File: config.mk
export PLATFORM = sky130hd
export DESIGN_NAME = ccs_clk_select
export DESIGN_NICKNAME = d
export VERILOG_FILES = /design/src/inc/ccs_pkg.sv /design/src/verilog/ccs_osc_div.sv /design/src/verilog/ccs_clk_select.sv
export VERILOG_INCLUDE_DIRS = /design/src /design/src/inc
export SDC_FILE = /design/constraint.sdc
export NUM_CORES = 1
export LEC_CHECK = 0
export ABC_AREA = 1
export BUFFER_PORTS_ARGS = -buffer_cell sky130_fd_sc_hd__buf_2
export CAP_MARGIN = 25
export CORE_ASPECT_RATIO = 1.25
export CORE_UTILIZATION = 40
export DETAILED_ROUTE_END_ITERATION = 8
export GPL_TIMING_DRIVEN = 0
export PLACE_DENSITY = 0.65
export SYNTH_ARGS = -nofsm -noshare
export SYNTH_HDL_FRONTEND = slang
export SYNTH_SLANG_ARGS = --single-unit
File: constraint.sdc
create_clock -name clk -period 0.8 [get_ports clk]
set_input_delay 0.04 -clock clk [delete_from_list [all_inputs] [get_ports clk]]
set_output_delay 0.04 -clock clk [all_outputs]
set_load 0.02 [all_outputs]
File: src/inc/ccs_map.svh
// constants of the clock source select block: timing and reset values
// assumes the system clock runs at the rate given by CCS_CLK_MHZ
`ifndef CCS_MAP_SVH
`define CCS_MAP_SVH

`define CCS_CLK_MHZ 250
// internal oscillator divide ratio, 250 MHz / 16 = 15.625 MHz core rate
`define CCS_INT_DIV 16
// slowest usable reference is 8 MHz (125 ns); two missing periods mean loss
`define CCS_LOSS_TIME_NS 250
`define CCS_LOSS_CYC ((`CCS_LOSS_TIME_NS * `CCS_CLK_MHZ) / 1000)
`define CCS_RST_SRC_EXT 1'b0
`define CCS_RST_FAULT 1'b0

`endif

File: src/inc/ccs_pkg.sv
// types of the clock source select block
// used by the top module and shared with the bench through its ports
package ccs_pkg;

typedef enum logic [1:0] {
    CCS_ST_INT,
    CCS_ST_ARM,
    CCS_ST_EXT,
    CCS_ST_LOST
} ccs_state_e;

typedef struct packed {
    logic src_ext;
    logic clk_lost;
    logic core_run;
} ccs_status_s;

endpackage : ccs_pkg

File: src/verilog/ccs_osc_div.sv
// stand-in for the on-chip oscillator: a divider giving one-cycle ticks
// assumes a single free-running clock and a synchronous active-low reset copy
`timescale 1ns/1ps
module ccs_osc_div #(
    parameter int DIV = 16
) (
    input wire logic clk,
    input wire logic rst_n,
    output logic tick
);

localparam int CW = (DIV > 2) ? $clog2(DIV) : 1;
localparam logic [CW-1:0] LAST = CW'(DIV - 1);

logic [CW-1:0] cnt_ff;
logic [CW-1:0] nxt_cnt;
logic tick_ff;
logic nxt_tick;

generate
    if (DIV < 2)
    begin : g_bad_div
        $error("ccs_osc_div: DIV must be at least 2");
    end
endgenerate

always_comb
begin
    nxt_tick = (cnt_ff == LAST);
    nxt_cnt = nxt_tick ? '0 : cnt_ff + CW'(1);
end

always_ff @(posedge clk or negedge rst_n)
begin
    if (!rst_n)
    begin
        cnt_ff <= '0;
        tick_ff <= 1'b0;
    end
    else
    begin
        cnt_ff <= nxt_cnt;
        tick_ff <= nxt_tick;
    end
end

assign tick = tick_ff;

endmodule : ccs_osc_div

File: src/verilog/ccs_clk_select.sv
// clock source select: internal oscillator until the reference pin first goes
// high, then the reference; halts the core on reference loss; short detect
// stays alive throughout.
// assumes clk_pin and the sense inputs are synchronous to clk.
// Contract
// all core timing follows one selected tick
// pin held low keeps internal oscillator
// first high on pin selects external
// lost reference halts core and chopper
// short detection independent of selected clock
// host disables drivers before stopping clock
// host calibrates internal oscillator by positions
// reference 10-16 MHz, 18 max, 8 min
// source takeover without truncated or doubled tick
`timescale 1ns/1ps
`include "ccs_map.svh"
module ccs_clk_select #(
    parameter int INT_DIV = `CCS_INT_DIV,
    parameter int LOSS_CYC = `CCS_LOSS_CYC
) (
    input wire logic clk,
    input wire logic rstn,
    input wire logic clk_pin,
    input wire logic s2g_en,
    input wire logic s2g_sense,
    output logic core_tick,
    output ccs_pkg::ccs_status_s status,
    output logic s2g_fault
);

localparam int LW = $clog2(LOSS_CYC + 1);
localparam logic [LW-1:0] LOSS_LAST = LW'(LOSS_CYC);

generate
    if (LOSS_CYC < 2)
    begin : g_bad_loss
        $error("ccs_clk_select: LOSS_CYC must be at least 2");
    end
endgenerate

logic rst_meta_ff;
logic rst_n_ff;
logic int_tick;
logic pin_q_ff;
logic pin_rise;
ccs_pkg::ccs_state_e state_ff;
ccs_pkg::ccs_state_e nxt_state;
logic [LW-1:0] idle_ff;
logic [LW-1:0] nxt_idle;
logic tick_ff;
logic nxt_tick;
logic fault_ff;
logic nxt_fault;

// reset released through two flops
always_ff @(posedge clk or negedge rstn)
begin
    if (!rstn)
    begin
        rst_meta_ff <= 1'b0;
        rst_n_ff <= 1'b0;
    end
    else
    begin
        rst_meta_ff <= 1'b1;
        rst_n_ff <= rst_meta_ff;
    end
end

ccs_osc_div #(
    .DIV(INT_DIV)
) u_osc (
    .clk(clk),
    .rst_n(rst_n_ff),
    .tick(int_tick)
);

assign pin_rise = clk_pin & ~pin_q_ff;

always_comb
begin
    nxt_state = state_ff;
    nxt_tick = 1'b0;
    nxt_idle = idle_ff;
    case (state_ff)
        ccs_pkg::CCS_ST_INT:
        begin
            nxt_tick = int_tick;
            if (clk_pin)
            begin
                nxt_state = ccs_pkg::CCS_ST_ARM;
            end
        end
        ccs_pkg::CCS_ST_ARM:
        begin
            // finish the running internal period so no tick is cut short
            nxt_tick = int_tick;
            nxt_idle = '0;
            if (int_tick)
            begin
                nxt_state = ccs_pkg::CCS_ST_EXT;
            end
        end
        ccs_pkg::CCS_ST_EXT:
        begin
            // the rise that armed takeover is not replayed as a tick
            nxt_tick = pin_rise;
            if (pin_rise)
            begin
                nxt_idle = '0;
            end
            else if (idle_ff == LOSS_LAST)
            begin
                nxt_state = ccs_pkg::CCS_ST_LOST;
            end
            else
            begin
                nxt_idle = idle_ff + LW'(1);
            end
        end
        ccs_pkg::CCS_ST_LOST:
        begin
            // no fallback to the oscillator: the takeover is one-way
            nxt_tick = 1'b0;
            if (pin_rise)
            begin
                nxt_state = ccs_pkg::CCS_ST_EXT;
                nxt_tick = 1'b1;
                nxt_idle = '0;
            end
        end
        default:
        begin
            nxt_state = ccs_pkg::CCS_ST_INT;
        end
    endcase
end

always_ff @(posedge clk or negedge rst_n_ff)
begin
    if (!rst_n_ff)
    begin
        state_ff <= ccs_pkg::CCS_ST_INT;
        pin_q_ff <= 1'b0;
        idle_ff <= '0;
        tick_ff <= 1'b0;
    end
    else
    begin
        state_ff <= nxt_state;
        pin_q_ff <= clk_pin;
        idle_ff <= nxt_idle;
        tick_ff <= nxt_tick;
    end
end

// short detection sees the raw system clock, never the selected tick
always_comb
begin
    nxt_fault = fault_ff;
    if (s2g_en && s2g_sense)
    begin
        nxt_fault = 1'b1;
    end
    else if (!s2g_en)
    begin
        nxt_fault = 1'b0;
    end
end

always_ff @(posedge clk or negedge rst_n_ff)
begin
    if (!rst_n_ff)
    begin
        fault_ff <= `CCS_RST_FAULT;
    end
    else
    begin
        fault_ff <= nxt_fault;
    end
end

assign core_tick = tick_ff;
assign s2g_fault = fault_ff;
// one driver for the whole packed status word
assign status = '{
    src_ext: (state_ff == ccs_pkg::CCS_ST_EXT) || (state_ff == ccs_pkg::CCS_ST_LOST),
    clk_lost: (state_ff == ccs_pkg::CCS_ST_LOST),
    core_run: (state_ff != ccs_pkg::CCS_ST_LOST)
};

endmodule : ccs_clk_select

==> summary.md <==
| Metric | Value |
|---|---|
| Status | `finished with violations` |
| Failing checks | `negative setup slack` |
| RR Startpoint | `idle_ff[0]$_DFFE_PN0P_` |
| Pwr/cell area | `1942 mW/mm²` |
| Synth area leader | `dfrtp_1` |
| CP Cell Sequence | `inv_2, ha_4, nand3_2, nor2_2, nand2_2, a21oi_4, nand2_1, o21ai_1` |
| Syn Area/Cell | `9.642 µm²` |
| Vias after detailed routing | `658` |
| Htree depth | `1` |
| Die W | `42.49 µm` |
| Synth cell types | `23` |
| Clock power frac | `0.239` |
| Sink Count | `18` |
| Fillers | `152` |
| Die height | `52.61 µm` |
| Die area | `0.002235 mm²` |
| Fraction of layout cells with a size suffix above 1 | `0.4310` |
| Antenna violations before repair | `0` |
| Nets | `125` |
| Combinational Power Share | `0.269` |
| R2r endpoint | `idle_ff[2]$_DFFE_PN0P_` |
| Worst R2R Path Depth | `8` |
| Number of global-route vias before repair | `663` |
| Synth Warn # | `0` |
| Maximum vdd drop | `1401 µV` |
| Fin. Hold Viols | `0` |
| DR iter-0 viols | `9` |
| Multi-input gate area in the final layout | `402.9 µm²` |
| First-pass GRT wire length | `2739 µm` |
| GR Overflow Total | `0` |
| Worst Path Required | `1.02 ns` |
| Dpl ws | `-0.5903 ns` |
| Fmax | `736.1 MHz` |
| Sequential area share after synthesis | `0.5496` |
| Sequential power share | `0.492` |
| CORE AREA | `0.001851 mm²` |
| Global Route Usage Sum | `0.1685` |
| PnR worst setup slack | `-0.5585 ns` |
| Synth area leaders | `dfrtp_1, nand2_1, ha_1` |
| Static Leak | `0.0005532 µW` |
| Sw Ratio | `0.3004` |
| Design area | `0.001172 mm²` |
| Final antenna-violating net count | `0` |
| Antenna diode count | `0` |
| CP Class | `reg2reg` |
| Area growth from synthesis to layout | `43.05%` |
| Largest net degree at the start of global routing | `17` |
| Min-Delay Path Class | `in2async` |
| Routed WL | `1638 µm` |
| Layout Utilization | `0.6335` |
| Synth Cell Area | `819.5 µm²` |
| Root Buffer | `clkbuf_4` |
| Internal power | `1593 µW` |
| Post-route clock period utilization | `1.698` |
| Share of the synthesized area in the top cell type | `0.5496` |
| First-pass DRT Iterations | `4` |
| Cell count after synthesis | `85` |
| Most common cell after layout, fill and taps aside | `nand2_1` |
| CTS tree | `done` |
| MaxCap Viol Count | `0` |
| Critical Path Sink | `idle_ff[2]$_DFFE_PN0P_` |
| HPWL after DPL | `1009 µm` |
| Maximum fanout along the worst path | `5` |
| Max Buffers Root-to-Sink | `2` |
| CP startpoint | `idle_ff[0]$_DFFE_PN0P_` |
| Row count | `17` |
| Drt drc | `0` |
| Post-Route Skew | `0.001099 ns` |
| Critical-path top delay cell | `dfrtp_1` |
| Max-slew violation count | `0` |
| Commonest cells after routing, fill and taps aside | `nand2_1, dfrtp_1, buf_4` |
| Final Setup Violations | `18` |
| Reg2Reg Setup Slack | `-0.56 ns` |
| Worst skew pair latency | `0.28 ns` |
| Port Buffers | `9` |
| Unrepaired setup endpoints after global routing | `true` |
| Starting density of the core | `0.4429` |
| Sw power | `683.8 µW` |
| DR WL/cell | `12.13 µm` |
| CTS buffer count | `3` |
| Reg clk slew, reported paths | `0.10 ns` |
| Arrival time at the worst endpoint | `1.57 ns` |
| RD Place Congestion | `0.7874` |
| Reg area | `452.9 µm²` |
| Fin crit period | `1.359 ns` |
| Post-synth net total | `93` |
| Routed vias/inst | `4.874` |
| CP Launch Type | `flip-flop` |
| Post-place instance area | `915.9 µm²` |
| Seq cells post-synth | `18` |
| CP endpoint kind | `flip-flop` |
| Max incr delay on CP | `0.41 ns` |
| # IOs | `10` |
-- final cells by class --
| class | count | share of cell area |
|---|---|---|
| multi-input combinational | 57 | 0.3437 |
| clock buffer | 4 | 0.03095 |
| sequential | 18 | 0.3863 |
| tap | 19 | 0.02028 |
| inverter | 10 | 0.03202 |
| buffer | 1 | 0.003202 |
| timing repair buffer | 26 | 0.1836 |
-- registers in the layout, indices dropped and copies added (netlist names) --
register / count
core_tick: 1
pin_q_ff: 1
rst_n_ff: 1
s2g_fault: 1
idle_ff: 6
rst_meta_ff: 1
u_osc.cnt_ff: 4
u_osc.tick: 1
state_ff: 2
-- critical path: cells and delay by family, from the launching register on --
kind	cells	cell delay, ns
fa+ha+maj	1	0.13
flops	1	0.41
buf+inv	1	0.09
compound gates	2	0.28
simple gates	4	0.37
-- per-layer routing --
layer | global-route usage | wire length [µm]
met1 | 0.2031 | 676
met3 | 0.03103 | 31
met4 | 0.07813 | 10
met5 | 0 | 0
met2 | 0.2897 | 918
-- how the worst min path moves through the flow --
stage / endpoint / from / cells past startpoint / slack [ns]
4_1_cts: rst_meta_ff$_DFF_PN0_ / rstn / 2 / 0.04
3_5_place_dp: rst_n_ff$_DFF_PN0_ / rstn / 1 / -0.17
2_1_floorplan: rst_meta_ff$_DFF_PN0_ / rstn / 0 / -0.26
3_3_place_gp: rst_meta_ff$_DFF_PN0_ / rstn / 1 / -0.17
5_1_grt: rst_n_ff$_DFF_PN0_ / rstn / 2 / 0.06
6_report: rst_n_ff$_DFF_PN0_ / rstn / 2 / 0.05
-- Yosys cell counts --
master    number
dfrtp_1       18
nand2_1       18
inv_1          9
o21ai_1        6
nand3_1        5
nor2_1         4
ha_1           3
nand4_1        3
xor2_1         3
a21oi_1        2
o21a_1         2
a21oi_4        1
clkbuf_1       1
conb_1         1
inv_2          1
nand2_2        1
nand2_4        1
nand3b_1       1
nor2_2         1
nor2_4         1
o21ai_0        1
or2_2          1
xnor2_1        1
-- cell families (layout without fill, tap and decap cells) --
logic type      after synthesis  count (layout)  share of synthesized area
buf+inv                      11              41                    0.05037
flops                        18              18                     0.5496
simple gates                 36              36                     0.2137
fa+ha+maj                     3               3                    0.04581
compound gates               12              13                    0.09313
xor+xnor                      4               4                    0.04276
other cells                   1               1                   0.004576
-- power by group through the flow --
stage          Clock [µW]  Sequential, µW  Combinational (µW)
2_1_floorplan           0            1140                 306
3_3_place_gp            0            1150                 393
3_5_place_dp            0            1160                 397
4_1_cts               570            1120                 556
5_1_grt               599            1140                 679
6_report              545            1120                 612
-- stage by stage --
stage,std cells,hold slack [ns],power (µW),TNS [ns]
floorplan,85,-0.2556,1444,-3.192
global placement,113,-0.1735,1546,-4.200
detailed placement,113,-0.1722,1552,-4.334
CTS,130,0.04061,2245,-5.348
global route,135,0.05732,2420,-7.007
finish,135,0.05146,2276,-5.867
-- repair_timing --
item / CTS / global route
endpoints found under the hold margin: 4 / 0
resized for setup: 14 / 6
setup buffers: 8 / 5
pin swaps: 5 / 4
hold buffers: 4 / 0
cloned: 1 / 0
endpoints found under the setup margin: 18 / 35
Power figures use the tool's default switching activity.
